## config.mk

```make
export PLATFORM = sky130hd
export DESIGN_NAME = uhb_host_port
export DESIGN_NICKNAME = d
export VERILOG_FILES = /design/src/rtl/uhb_pkg.sv /design/src/rtl/uhb_host_port.sv
export SDC_FILE = /design/constraint.sdc
export NUM_CORES = 1
export LEC_CHECK = 0
export CORE_AREA = 2 2 115 117
export CTS_CLUSTER_DIAMETER = 60
export DETAILED_ROUTE_END_ITERATION = 8
export DIE_AREA = 0 0 117 119
export DONT_BUFFER_PORTS = 1
export REMOVE_ABC_BUFFERS = 1
export SETUP_SLACK_MARGIN = 0.02
export SYNTH_ARGS = -nofsm -noshare
export SYNTH_HDL_FRONTEND = slang
export SYNTH_SLANG_ARGS = --single-unit
```

## constraint.sdc

```tcl
create_clock -name clock -period 3.74 [get_ports clock]
set_input_delay 0.187 -clock clock [delete_from_list [all_inputs] [get_ports clock]]
set_output_delay 0.187 -clock clock [all_outputs]
set_load 0.02 [all_outputs]
```

## src/rtl/uhb_pkg.sv

```systemverilog
package uhb_pkg;

	localparam int ADDR_W  = 3;
	localparam int UPPER_W = 7;
	localparam int DATA_W  = 8;

	// positions inside the synchronised pin vector
	localparam int P_SEL_A = 0;
	localparam int P_SEL_B = 1;
	localparam int P_SEL_N = 2;
	localparam int P_AS_N  = 3;
	localparam int P_RD_N  = 4;
	localparam int P_WR_N  = 5;
	localparam int P_STYLE = 6;
	localparam int P_PC_N  = 7;
	localparam int P_ADDR  = 8;
	localparam int P_UPPER = 11;
	localparam int P_DATA  = 18;
	localparam int PIN_W   = 26;

	// idle pins: selects inactive, strobes high, strobe-style bus, pc strap high
	localparam logic [PIN_W-1:0] PIN_IDLE = 26'h00000bc;

	typedef struct packed {
		logic [PIN_W-1:0]   sync1;
		logic [PIN_W-1:0]   sync2;
		logic               prevAs;
		logic               prevRd;
		logic               prevWr;
		logic               prevSel;
		logic [2:0]         latchSel;
		logic [ADDR_W-1:0]  latchAddr;
		logic [UPPER_W-1:0] latchUpper;
		logic               fresh;
		logic               rdActive;
		logic               wrActive;
		logic               regRead;
		logic               regWrite;
		logic [ADDR_W-1:0]  regAddr;
		logic [DATA_W-1:0]  regWdata;
		logic [DATA_W-1:0]  dataOut;
		logic               dataOe;
		logic               intOut;
		logic               intOe;
		logic               txRdyN;
		logic               rxRdyN;
		logic               pcMode;
		logic [UPPER_W-1:0] pcUpper;
	} uhb_state_s;

	localparam uhb_state_s ST_RESET = '{sync1: PIN_IDLE, sync2: PIN_IDLE, prevAs: 1'b1,
		prevRd: 1'b1, prevWr: 1'b1, txRdyN: 1'b1, rxRdyN: 1'b1, default: '0};

endpackage

```

## src/rtl/uhb_host_port.sv

```systemverilog
// How it works
// - interrupt asserts on any pending source
// - strobe mode: interrupt active high, optional open-source
// - rw-select mode: interrupt active-low open-drain
// - strobe mode: strobe edge latches selects, address
// - address captured per access with strobe tied low
// - transmit-ready low reflects transmit fill state
// - receive-ready low reflects receive fill state
// - strap_n_a needs both straps low
// - strap_n_a passes upper address to decoder
// - rw-select mode: direction high reads, low writes
// - strobe mode: read strobe fall reads addressed register onto bus
`timescale 1ns/1ps
`default_nettype none

module uhb_host_port
	import uhb_pkg::*;
(
	input  wire logic               clock,
	input  wire logic               rst,
	input  wire logic               selectHighA,
	input  wire logic               selectHighB,
	input  wire logic               selectLowN,
	input  wire logic               addrLatchStrobeN,
	input  wire logic [ADDR_W-1:0]  addr,
	input  wire logic [UPPER_W-1:0] upperAddr,
	input  wire logic               readStrobeN,
	input  wire logic               writeStrobeN,
	input  wire logic               busStyleStrap,
	input  wire logic               strapNA,
	input  wire logic [DATA_W-1:0]  dataIn,
	output logic      [DATA_W-1:0]  dataOut,
	output logic                    dataOe,
	output logic                    regRead,
	output logic                    regWrite,
	output logic      [ADDR_W-1:0]  regAddr,
	output logic      [DATA_W-1:0]  regWdata,
	input  wire logic [DATA_W-1:0]  regRdata,
	input  wire logic               txPending,
	input  wire logic               rxPending,
	input  wire logic               linePending,
	input  wire logic               modemPending,
	input  wire logic               intOpenSource,
	input  wire logic               txRoom,
	input  wire logic               rxAvail,
	output logic                    intOut,
	output logic                    intOe,
	output logic                    txReadyN,
	output logic                    rxReadyN,
	output logic                    pcMode,
	output logic      [UPPER_W-1:0] pcUpperAddr
);

	function automatic logic selOk(input logic [2:0] v);
		selOk = v[P_SEL_A] & v[P_SEL_B] & ~v[P_SEL_N];
	endfunction

	uhb_state_s s;
	uhb_state_s n;

	logic [PIN_W-1:0]   pinVec;
	logic [2:0]         selLive;
	logic [ADDR_W-1:0]  addrLive;
	logic [UPPER_W-1:0] upperLive;
	logic [DATA_W-1:0]  dataLive;
	logic               asN;
	logic               rdN;
	logic               wrN;
	logic               strobeMode;
	logic               asFall;
	logic               rdFall;
	logic               rdRise;
	logic               wrFall;
	logic               wrRise;
	logic               useLive;
	logic [2:0]         selUse;
	logic [ADDR_W-1:0]  addrUse;
	logic [UPPER_W-1:0] upperUse;
	logic               selNow;
	logic               selLiveOk;
	logic               anyPending;
	logic               pcReq;

	assign pinVec = {dataIn, upperAddr, addr, strapNA, busStyleStrap, writeStrobeN,
		readStrobeN, addrLatchStrobeN, selectLowN, selectHighB, selectHighA};

	////////////////////////////////////////////////////////////////////////////////
	// decoded view of the synchronised pins

	assign selLive    = s.sync2[P_SEL_N:P_SEL_A];
	assign addrLive   = s.sync2[P_ADDR +: ADDR_W];
	assign upperLive  = s.sync2[P_UPPER +: UPPER_W];
	assign dataLive   = s.sync2[P_DATA +: DATA_W];
	assign asN        = s.sync2[P_AS_N];
	assign rdN        = s.sync2[P_RD_N];
	assign wrN        = s.sync2[P_WR_N];
	assign strobeMode = ~s.sync2[P_STYLE];
	assign asFall     = s.prevAs & ~asN;
	assign rdFall     = s.prevRd & ~rdN;
	assign rdRise     = ~s.prevRd & rdN;
	assign wrFall     = s.prevWr & ~wrN;
	assign wrRise     = ~s.prevWr & wrN;
	assign selLiveOk  = selOk(selLive);
	// a strobe held low re-latches on a read or write strobe fall unless fresh is already set, so each access captures its own address
	assign useLive    = asN | asFall | ((rdFall | wrFall) & ~s.fresh);
	assign selUse     = useLive ? selLive : s.latchSel;
	assign addrUse    = (useLive | ~strobeMode) ? addrLive : s.latchAddr;
	assign upperUse   = (useLive | ~strobeMode) ? upperLive : s.latchUpper;
	assign selNow     = strobeMode ? selOk(selUse) : selLiveOk;
	assign anyPending = txPending | rxPending | linePending | modemPending;
	assign pcReq      = ~s.sync2[P_PC_N] & ~s.sync2[P_STYLE];

	////////////////////////////////////////////////////////////////////////////////
	// next state

	always_comb begin
		n          = s;
		n.sync1    = pinVec;
		n.sync2    = s.sync1;
		n.prevAs   = asN;
		n.prevRd   = rdN;
		n.prevWr   = wrN;
		n.prevSel  = selLiveOk;
		n.regRead  = 1'b0;
		n.regWrite = 1'b0;
		if (strobeMode) begin
			// clear first, so a new strobe edge in the same cycle still marks the capture
			if (rdRise || wrRise) begin
				n.fresh = 1'b0;
			end
			if (asFall || ((rdFall || wrFall) && !asN && !s.fresh)) begin
				n.latchSel   = selLive;
				n.latchAddr  = addrLive;
				n.latchUpper = upperLive;
				n.fresh      = 1'b1;
			end
			if (rdRise || !selNow) begin
				n.rdActive = 1'b0;
			end
			if (rdFall && selNow && !s.wrActive) begin
				n.regRead  = 1'b1;
				n.regAddr  = addrUse;
				n.rdActive = 1'b1;
			end
			if (wrFall && selNow && !s.rdActive) begin
				n.wrActive = 1'b1;
				n.regAddr  = addrUse;
			end
			// data moves on the trailing edge of the write strobe
			if (wrRise && s.wrActive) begin
				n.regWrite = 1'b1;
				n.regWdata = dataLive;
				n.wrActive = 1'b0;
			end
		end else begin
			// address strobe plays no part here
			n.fresh = 1'b0;
			if (selLiveOk && !s.prevSel) begin
				n.regAddr = addrLive;
				// direction rides on the write-strobe pin; the read strobe is unused here
				if (wrN) begin
					n.regRead  = 1'b1;
					n.rdActive = 1'b1;
				end else begin
					n.wrActive = 1'b1;
				end
			end
			if (!selLiveOk && s.prevSel) begin
				n.rdActive = 1'b0;
				if (s.wrActive) begin
					n.regWrite = 1'b1;
					n.regWdata = dataLive;
					n.wrActive = 1'b0;
				end
			end
		end
		if (s.regRead) begin
			n.dataOut = regRdata;
		end
		n.dataOe = n.rdActive & selNow & (s.regRead | s.dataOe);
		if (strobeMode) begin
			n.intOut = anyPending | intOpenSource;
			n.intOe  = ~intOpenSource | anyPending;
		end else begin
			n.intOut = 1'b0;
			n.intOe  = anyPending;
		end
		n.txRdyN  = ~txRoom;
		n.rxRdyN  = ~rxAvail;
		n.pcMode  = pcReq;
		n.pcUpper = upperUse;
	end

	always_ff @(posedge clock or posedge rst) begin
		if (rst) begin
			s <= ST_RESET;
		end else begin
			s <= n;
		end
	end

	assign dataOut     = s.dataOut;
	assign dataOe      = s.dataOe;
	assign regRead     = s.regRead;
	assign regWrite    = s.regWrite;
	assign regAddr     = s.regAddr;
	assign regWdata    = s.regWdata;
	assign intOut      = s.intOut;
	assign intOe       = s.intOe;
	assign txReadyN    = s.txRdyN;
	assign rxReadyN    = s.rxRdyN;
	assign pcMode      = s.pcMode;
	assign pcUpperAddr = s.pcUpper;
endmodule // uhb_host_port

`default_nettype wire

```

======== Word-level counts from Yosys, hierarchy flattened ========
Cells that the tools add are included.
storage, ports and cells
  register bits after elaboration ......... 106
  bits of input ports ..................... 43
  output and inout bits ................... 34
  logic and storage cells ................. 118
operators by class
  equality and inequality tests ........... 3
  muxes and demuxes ....................... 28
  bitwise logic cells ..................... 36
  reduce and logical (&&, ||, !) cells .... 27
operator list
  cell                                           number
  two-way mux 8 bit                              3
  two-way mux 3 bit                              6
  two-way mux 16 bit                             1
  two-way mux 1 bit                              15
  bitwise AND 1 bit                              13
  inverter 1 bit                                 13
  OR 1 bit                                       10
  logical AND 1 bit                              9
  nonzero test 3 bit                             3
  logical NOT 1 bit                              7
  two-way mux 7 bit                              1
  logical OR 1 bit                               4
  two-way mux 2 bit                              2
  != test 2 x 1 -> 1 bit, second input constant  2
  AND reduction 2 bit                            2
  AND reduction 3 bit                            1
  != test 2 bit, second input constant           1
  nonzero test 2 bit                             1

======== Logic depth before layout (Yosys ltp) ========
Gate-level depths: netlist of run 1.
  depth in word-level cells ............... 16
  depth in mapped cells ................... 6
  gate-level depth less buffers ........... 6

======== Worst setup path before layout of run 1 ========
OpenSTA, ideal clock, no wires.
  kind .................................... register to register
  start point ............................. register s[60] (netlist name)
  end point ............................... register s (netlist bit regAddr[1])
  library setup time ...................... 0.125 ns
  arrival time ............................ 1.657 ns
  slack ................................... 1.959 ns
  cell stages (with the launch flop) ...... 6
  clock period less this slack ............ 1.781 ns
  path through ............................ dfrtp_1 > buf_2 > or3_4 > nor2_4 > mux2_2 > mux2_2
on the way
  cells in the longest elaborated chain, start to end .. 5
ends and longest elaborated chain
  item                                                       line                                        RTL
  start: declaration                                         uhb_host_port.sv:58                         uhb_state_s s;
  start signal: assignment                                   uhb_host_port.sv:198                        s <= n;
  OR 1 bit or two-way mux 1 bit (tied branches)              uhb_host_port.sv:107, uhb_host_port.sv:109
  two-way mux 3 bit (tied with other cells)                  uhb_host_port.sv:107                        assign addrUse = (useLive | ~strobeMode) ? addrLive : s.latchAddr;
  two-way mux 3 bit (tied with other cells)                  uhb_host_port.sv:140                        if (rdFall && selNow && !s.wrActive) begin
  two-way mux 3 bit or nonzero test 3 bit (tied branches)    n/a
  two-way mux 16 bit or AND reduction 2 bit (tied branches)  n/a
Parallel ways exist; a longest one is shown, timed or not. The select of a mux whose other input is x is not followed.
A chain may end at the register's enable or synchronous reset.

======== Worst setup path in the final report of run 1 ========
  start point ............................. register s[56] (netlist name)
  end point ............................... register s (netlist bit regWdata[7])
on the way
  cells in the longest elaborated chain, start to end .. 6
ends and longest elaborated chain
  item                              line                  RTL
  inverter 1 bit                    uhb_host_port.sv:55   selOk = v[P_SEL_A] & v[P_SEL_B] & ~v[P_SEL_N];
  bitwise AND 1 bit                 uhb_host_port.sv:55
  logical NOT 1 bit                 uhb_host_port.sv:168  if (!selLiveOk && s.prevSel) begin
  logical AND 1 bit                 uhb_host_port.sv:168
  != test 2 x 1 -> 1 bit (no line)  n/a
  AND reduction 3 bit (no line)     n/a
Every way passes these cells.

==> out/metrics.yaml, run 1 <==
met2WireLength_mm: 2.75
place.gp.congestion: 0.687
clock_path_buffers: 2
synth_area_leaders: "dfrtp_1 (61%), mux2_2 (12%), dfstp_2 (11%)"
cts_tree: "yes"
grt_pass1_wl_mm: 9.78
rsz0062_at_grt: "no"
netlist_area_um2: 3740
nFillCells: 1246
postCtsSetupRepairBufs: 0
grt_max_degree: 76
final-setup-viol-count: 0
wl_met1_mm: 2.53
first_iter_violations: 92
synth_area_leader_cell: "dfrtp_1"
clk_pin_slew_ps: 70
yosys.area_share.adder: 0
clock-sinks: 106
async_reset_ff_frac: 1.00
drt_wl_total_mm: 5.84
synth_compound_area_frac: 0.0308
end_kind: "flip-flop"
yosysSeqAreaShare: 0.715
timing.final.crit_share: 0.561
avgViaCountPerCell: 4.06
design_area_um2: 4440
yosysMostFrequentCell: "dfrtp_1"
cts_max_level: 3
critPathArrivalTime_ps: 2330
grt_overflow: 0
hold_path_depth: 2
synth.area.mux_share: 0.130
cap_viol_max_count: 0
synth_seq_cells: 106
ios: 77
rr_startpoint: "s[56]"
place_area_um2: 3750
firstDrtPassIters: 4
die_w_um: 117
ys_types: 34
antenna_left: 0
dr_wl_met3_um: 390
min_to: "intOut"
antenna_found_initial: 0
max_freq_mhz: 477
rrSetupSlack_ps: 1640
slew_viol_final: 0
leakagePower_nw: 1.88
dpl.cell_count: 382
remaining_drc_errors: 0
final.setup.tns_ps: 0
rr_worst_depth: 4
wl_per_cell_um: 13.4
drive_above_1_share: 0.315
p_per_area_nw_per_um2: 593
status: "complete, no violations"
yosys_warnings: 0
synth_top_family_by_area: "multiplexers"
antenna_cells: 0
clk_latency_ps: 350
die_y_um: 119
synthCells: 236
synth_edf_count: 0
tightest_slew_ps: 918
num_rows: 42
synth_top_cell_area_share: 0.609
vdd_drop_max_uv: 210
num_vias: 1771
top_layer: "met4"
crit_required_ps: 3970
initial_utilization: 0.290
clockRootBuffer: "clkbuf_16"
r2r_end: "regWdata[7]"
cp_max_fo: 9
cts_buffers: 9
relSlewSlack: 0.388
syn_area_per_cell_um2: 15.8
instances_no_fill: 436
fin_skew_ps: 8.00
worst_hold_startpoint: "modemPending"
grt_pass1_vias: 1953
fin_crit_ps: 2100
port_buffers: 0
critical_path_class: "flip-flop to flip-flop"
hold_violations: 0
hpwl_mm: 3.69
hold_path.class: "primary input to flip-flop"
area_growth_pct: 18.8
critPathLaunchType: "flip-flop"
yosys-top-cells-count: "dfrtp_1 (91), mux2_2 (41), buf_4 (26)"
grt_usage: 0.0948
die_area_um2: 13900
nets: 299
ys.flop_type: "dfrtp_1"
core_um2: 12900
synthSimpleGateAreaFrac: 0.0599
synth_xor_xnor_area_share: 0
==> metal layers <==
metal | vias to the layer above | global-route usage
li1 | 811 | -
met1 | 887 | 0.112
met2 | 61 | 0.145
met3 | 12 | 0.0377
met4 | 0 | 0.0551
met5 | - | 0
==> flip-flops by register name, indices dropped and copies added, names as in the netlist, 3 cells and up <==
name / count
regAddr: 3
regWdata: 8
n: 28
dataLive: 8
dataOut: 8
pcUpperAddr: 7
addrLive: 3
s: 32
==> critical path: stages (launching register included) <==
cell,delay [ps]
dfstp_2,520
nand3b_1,220
a31oi_1,120
nor2b_1,700
mux2_2,410
==> layout make-up <==
cell class                      count  area [µm²]  share of cell area
Inverter                            7        28.8             0.00648
Multi-Input combinational cell     92         823               0.185
Sequential cell                   106        2670               0.601
Clock buffer                       10         239              0.0538
Timing Repair Buffer               40         398              0.0896
Clock inverter                      5        61.3              0.0138
Tap cell                          176         220              0.0496
==> metrics by stage <==
| stage | setup WS (ps) | utilization | total power, mW | hold slack [ps] |
|---|---|---|---|---|
| after detailed placement | 1590 | 0.291 | 1.68 | 192 |
| after global placement | 1680 | 0.291 | 1.67 | 192 |
| after CTS | 1580 | 0.345 | 2.69 | 26.1 |
| after global routing | 1510 | 0.345 | 2.78 | 42.5 |
| after floorplan | 789 | - | 1.62 | 191 |
| final | 1640 | 0.345 | 2.63 | 45.3 |
==> cell usage in the layout, fill, tap and decap left out, types with 2 or more instances in the layout <==
cell,n
mux2_2,41
nand2_1,4
inv_1,6
dfstp_2,15
o22ai_1,2
dfrtp_1,91
dlygate4sd3_1,39
nand2b_1,2
o21ai_0,4
clkbuf_16,9
inv_6,2
a21oi_1,3
nor3_1,3
nor2_1,11
mux2_1,2
nand2b_4,2
==> report_power, final <==
group,switching [mW],internal [mW],total [mW],leakage (nW)
Sequential,0.185,1.29,1.48,1.24
Combinational,0.0777,0.124,0.202,0.494
Clock,0.415,0.538,0.953,0.149
Total,0.678,1.96,2.63,1.88
==> how the worst max path moves through the flow <==
stage	endpoint	startpoint	cells past startpoint
global placement	regWdata[4]	s[56]	4
detailed placement	regWdata[7]	s[56]	4
global route	regWdata[7]	s[56]	4
floorplan	addrLive[0]	rst	1
finish	regWdata[7]	s[56]	4
CTS	regWdata[7]	s[56]	4
==> timing repair <==
action	CTS	global route
hold endpoints to repair	102	0
hold buffers	39	0
resized for setup	0	0
endpoints found under the setup margin	0	0
==> cell families after synthesis <==
logic type / Yosys count
DFF: 106
muxes: 43
buffers and inverters: 38
and+or+nand+nor: 33
AOI/OAI and AO/OA: 16
No activity file was read; power rests on OpenSTA's default activity.
==> inputs of run 2 (changes only) <==
==> constraint.sdc (replaced) <==
create_clock -name clock -period 1.7 [get_ports clock]
set_input_delay 0.085 -clock clock [delete_from_list [all_inputs] [get_ports clock]]
set_output_delay 0.085 -clock clock [all_outputs]
set_load 0.02 [all_outputs]
==> run 2 against run 1 <==
The run now ends with setup timing left; clock-buffer cell count down 1; core utilization up 2.3 points; cell area rose by 6.6%; highest routed layer unchanged; worst hold slack improved by 210 ps; critical path depth up 1; final cell count grew 5.5%; largest cell class unchanged; via count up 8.1%; clock power grew 110%; critical path type unchanged; largest power group unchanged; sequential cell count stayed put.
==> out/metrics.yaml, run 2 (synthesis gave the netlist of run 1 again) <==
hold_path.class: "primary input to async pin"
avgViaCountPerCell: 4.16  # +2.5%
remaining_drc_errors: 0  # unchanged
die_area_um2: 13900  # unchanged
design_area_um2: 4740  # +6.6%
initial_utilization: 0.290  # unchanged
clk_pin_slew_ps: 70  # about the same
hpwl_mm: 4.04  # +9.5%
final-setup-viol-count: 15  # +15
largest_reg_flops: 32  # unchanged
first_iter_violations: 60  # -35%
tightest_slew_ps: 504  # -415 ps
seqCellArea_um2: 2670  # unchanged
antenna_left: 0  # unchanged
area_growth_pct: 26.7
critical_path_class: "flip-flop to flip-flop"
place_ws_ps: -88.9  # -1680 ps
slew_viol_final: 0  # unchanged
clock-sinks: 106  # unchanged
final.setup.tns_ps: -518  # -518 ps
clock_path_buffers: 2  # unchanged
clk_latency_ps: 350  # about the same
nFillCells: 1231  # -1.2%
max_freq_mhz: 564  # +18%
critPathArrivalTime_ps: 2010  # -320 ps
violations: "setup timing"
grt_overflow: 0  # unchanged
top_register: "s"
drive_above_1_share: 0.380  # +0.0649
vdd_drop_max_uv: 713  # +240%
grt_pass1_wl_mm: 10.2  # +4.7%
rsz0062_at_grt: "yes"
end_kind: "flip-flop"
nets: 322  # +7.7%
status: "complete, but fails checks"
mostFrequentLayoutCells: "dfrtp_1 (91), dlygate4sd3_1 (41), mux2_2 (28)"
critPathLaunchType: "flip-flop"
wl_per_cell_um: 14.3  # +7.0%
num_vias: 1915  # +8.1%
grt_pass1_vias: 2037  # +4.3%
fin_skew_ps: 7.74  # -0.259 ps
relSlewSlack: 0.664  # +0.276
ios: 77  # unchanged
cts_tree: "yes"
port_buffers: 0  # unchanged
grt_usage: 0.100  # +0.00546
core_um2: 12900  # unchanged
antenna_cells: 0  # unchanged
num_rows: 42  # unchanged
p_per_area_nw_per_um2: 1230  # +110%
final_common_cell: "dfrtp_1"
die_y_um: 119  # unchanged
grt_max_degree: 41  # -46%
place.gp.congestion: 0.673  # -2.0%
place_area_um2: 3900  # +4.1%
timing.final.crit_share: 1.04  # +0.483
fin_crit_ps: 1770  # -324 ps
die_w_um: 117  # unchanged
final_util: 0.368  # +0.0228
drt_wl_total_mm: 6.60  # +13%
cp_max_fo: 5  # -4
cts_buffers: 9  # unchanged
firstDrtPassIters: 4  # unchanged
hold_violations: 0  # unchanged
multi_input_area_um2: 896  # +8.8%
cap_viol_max_count: 0  # unchanged
cts_max_level: 3  # unchanged
leakagePower_nw: 2.08  # +10%
antenna_found_initial: 0  # unchanged
clockRootBuffer: "clkbuf_16"
worst_slack_ps: -74.2  # -1720 ps
crit_required_ps: 1940  # -2030 ps
-- run 2: cell types whose count changed in the layout (fill, tap and decap cells not counted), moves of 2 or more --
| cell | change |
|---|---|
| mux2_2 | -13 |
| dlygate4sd3_1 | +2 |
| buf_6 | +2 |
| mux2_4 | +14 |
| buf_4 | +15 |
| inv_6 | +2 |
| buf_12 | +2 |
-- run 2: worst max-delay path, cell delays in order (launching register included) --
cell	delay, ps
dfstp_2	530
nand2b_4	140
a21oi_4	70
o311a_1	330
nor3_4	240
mux2_2	360
-- run 2: metal layers --
layer | share of wire | track usage | vias up
li1 | - | - | 853
met4 | 0.026 | 0.0574 | 0
met1 | 0.40 | 0.113 | 990
met5 | 0 | 0 | -
met2 | 0.52 | 0.163 | 60
met3 | 0.054 | 0.0346 | 12
-- run 2: final timing paths --
kind,startpoint,end,slack (ps),depth (start not counted)
max in group asynchronous,rst,asN,760,3
worst min register to register,n[69],s[69],350,0
min in group clock,addrLatchStrobeN,n[57],280,1
worst max register to register,n[51],regAddr[1],-70,5
worst max-delay path,n[51],regAddr[1],-70,5
worst min-delay path,rst,regWdata[7],250,2
-- run 2: per-stage QoR --
step,std cells,total power [mW],hold slack (ps)
2_1_floorplan,205,3.57,89.5
3_3_place_gp,399,3.71,30.6
3_5_place_dp,399,3.74,36.5
4_1_cts,456,5.87,255
5_1_grt,460,6.13,256
6_report,460,5.80,255
-- run 2: timing repair --
action                                 in CTS  in global routing
endpoints found under the hold margin      75                  0
pin swaps                                   4                  8
cloned                                      0                  2
hold buffers                               41                  0
setup endpoints to repair                  25                 32
gates resized for setup                     4                 21
buffers inserted                            0                  2
-- run 2: power breakdown --
| group | internal, mW | switching, mW | leakage [nW] | total [mW] |
|---|---|---|---|---|
| clock network | 1.02 | 0.970 | 0.144 | 1.99 |
| registers | 2.84 | 0.412 | 1.24 | 3.26 |
| logic | 0.353 | 0.204 | 0.695 | 0.557 |
-- run 2: cell type report --
type                       count  share of cell area
inverter                       7             0.00608
tap                          176              0.0465
clock buffer                   9              0.0476
timing repair buffer          63               0.134
clock inverter                 7              0.0129
sequential                   106               0.564
multi-input combinational     92               0.189
==> inputs of run 3 (changes only) <==
--- a/config.mk
+++ b/config.mk
@@ -5,10 +5,10 @@
 export SDC_FILE = /design/constraint.sdc
 export NUM_CORES = 1
 export LEC_CHECK = 0
-export CORE_AREA = 2 2 115 117
+export CORE_AREA = 2 2 137 99
 export CTS_CLUSTER_DIAMETER = 60
 export DETAILED_ROUTE_END_ITERATION = 8
-export DIE_AREA = 0 0 117 119
+export DIE_AREA = 0 0 139 101
 export DONT_BUFFER_PORTS = 1
 export REMOVE_ABC_BUFFERS = 1
 export SETUP_SLACK_MARGIN = 0.02
==> constraint.sdc (replaced) <==
create_clock -name clock -period 1.53 [get_ports clock]
set_input_delay 0.0765 -clock clock [delete_from_list [all_inputs] [get_ports clock]]
set_output_delay 0.0765 -clock clock [all_outputs]
set_load 0.02 [all_outputs]
==> run 3 against run 2 <==
The flow still finishes with violations (setup timing); power increased by 17%; non-clock buffer count rose by 12; maximum frequency shrank 1.6%; die area rose by 0.83%; worst hold slack better by 7.0 ps.
==> out/metrics.yaml, run 3 (synthesis gave the netlist of run 1 again) <==
status: "complete, but fails checks"
violations: "setup timing"
final_common_cell: "dfrtp_1"
clockRootBuffer: "clkbuf_16"
firstDrtPassIters: 4  # unchanged
p_total_mw: 6.79  # +17%
core_um2: 12800  # -0.68%
end_kind: "flip-flop"
largest_reg_flops: 32  # unchanged
avgViaCountPerCell: 4.21  # +1.2%
final_util: 0.384  # +0.0157
clk_latency_ps: 340  # about the same
cts_tree: "yes"
timing.final.crit_share: 1.18  # +0.135
area_growth_pct: 31.2
grt_pass1_vias: 2145  # +5.3%
num_rows: 35  # -17%
slew_viol_final: 0  # unchanged
top_register: "s"
die_w_um: 139  # +19%
tightest_slew_ps: 530  # +25.7 ps
critPathArrivalTime_ps: 2030  # +20 ps
rr_worst_depth: 5  # unchanged
grt_max_degree: 40  # -2.4%
num_vias: 1946  # +1.6%
drt_wl_total_mm: 6.67  # +1.0%
cap_viol_max_count: 0  # unchanged
rrSetupSlack_ps: -270  # -200 ps
hold_violations: 0  # unchanged
port_buffers: 0  # unchanged
cts_buffers: 9  # unchanged
met3_usage: 0.0523  # +0.0177
place_ws_ps: -269  # -180 ps
met2_usage: 0.166  # +0.00306
crit_required_ps: 1760  # -180 ps
rsz0062_at_grt: "yes"
clock-sinks: 106  # unchanged
wl_per_cell_um: 14.4  # +0.59%
ios: 77  # unchanged
leakagePower_nw: 2.16  # +3.8%
remaining_drc_errors: 0  # unchanged
final-setup-viol-count: 36  # +21
hpwl_mm: 4.15  # +2.7%
nets: 334  # +3.7%
relSlewSlack: 0.647  # -0.0171
clk_pin_slew_ps: 70  # about the same
worst_slack_ps: -273  # -199 ps
critical_path_class: "flip-flop to flip-flop"
max_freq_mhz: 555  # -1.6%
grt_usage: 0.101  # +0.00126
critPathLaunchType: "flip-flop"
grt_pass1_wl_mm: 10.8  # +5.9%
p_per_area_nw_per_um2: 1380  # +13%
cp_max_fo: 5  # unchanged
fin_skew_ps: 9.14  # +1.39 ps
rr_startpoint: "n[52]"
crit_start: "n[52]"
clock_path_buffers: 2  # unchanged
antenna_left: 0  # unchanged
mostFrequentLayoutCells: "dfrtp_1 (91), dlygate4sd3_1 (41), mux2_2 (26)"
grt_use_met1: 0.118  # +0.00471
vdd_drop_max_uv: 679  # -4.7%
die_area_um2: 14000  # +0.83%
place.gp.congestion: 0.770  # +14%
grt_overflow: 0  # unchanged
initial_utilization: 0.292  # +0.00199
cts_max_level: 3  # unchanged
drive_above_1_share: 0.419  # +0.0386
first_iter_violations: 63  # +5.0%
die_y_um: 101  # -15%
fin_hold_ws_ps: 262  # +7.03 ps
hold_path.class: "primary input to async pin"
antenna_found_initial: 0  # unchanged
antenna_cells: 0  # unchanged
r2r_end: "regAddr[0]"
nFillCells: 1196  # -2.8%
fin_crit_ps: 1800  # +28.6 ps
top_usage_layer: "met2"
cp-endpoint: "regAddr[0]"
run 3: cell count changes in the layout (fill, tap and decap cells not counted), moves of 2 or more:
cell and delta:
buf_4 +7, buf_6 +4, bufinv_16 +2, inv_6 -2, mux2_2 -2
run 3: final cells by class:
type | count | area [µm²] | share of cell area
sequential | 106 | 2670 | 0.545
timing repair buffer | 75 | 753 | 0.154
clock inverter | 7 | 98.8 | 0.0202
clock buffer | 9 | 225 | 0.0459
multi-input combinational | 92 | 917 | 0.187
inverter | 7 | 31.3 | 0.00638
tap | 166 | 208 | 0.0423
run 3: worst min-delay path by stage:
| stage | from | to | slack, ps | depth (start not counted) |
|---|---|---|---|---|
| floorplan | selectLowN | n[56] | 80 | 0 |
| global placement | rst | intOe | 40 | 1 |
| detailed placement | rst | intOe | 40 | 1 |
| CTS | strapNA | n[61] | 250 | 1 |
| global route | writeStrobeN | n[59] | 260 | 1 |
| finish | rst | pcMode | 260 | 2 |
run 3: timing repair:
item,4_1_cts,5_1_grt
cloned,2,0
setup endpoints to repair,36,36
hold buffers,41,0
pin swaps,5,5
gates resized for setup,36,2
buffers inserted,7,4
hold endpoints to repair,67,0
run 3: power breakdown:
group          internal (mW)  total [mW]  switching [mW]
registers               3.16        3.61           0.450
logic                  0.453       0.703           0.249
clock network           1.45        2.48            1.03
run 3: routing by layer:
layer	wire length (µm)	part of all wire	up-vias
li1	-	-	879
met1	2790	0.42	991
met2	3270	0.49	65
met3	531	0.080	11
met4	70	0.010	0
met5	0	0	-
run 3: metrics by stage:
stage / cell area (µm²) / setup TNS [ps] / std cells
floorplan: 3520 / -133160 / 205
global placement: 3940 / -4820 / 394
detailed placement: 3940 / -5940 / 394
CTS: 4890 / -6450 / 460
global route: 4900 / -7870 / 462
finish: 4900 / -5460 / 462
run 3: critical path: stages, from the launching register on:
cell and delay [ps]:
dfstp_2 530, nand2b_4 140, a21oi_4 80, o311a_1 330
nor3_4 240, mux2_2 370
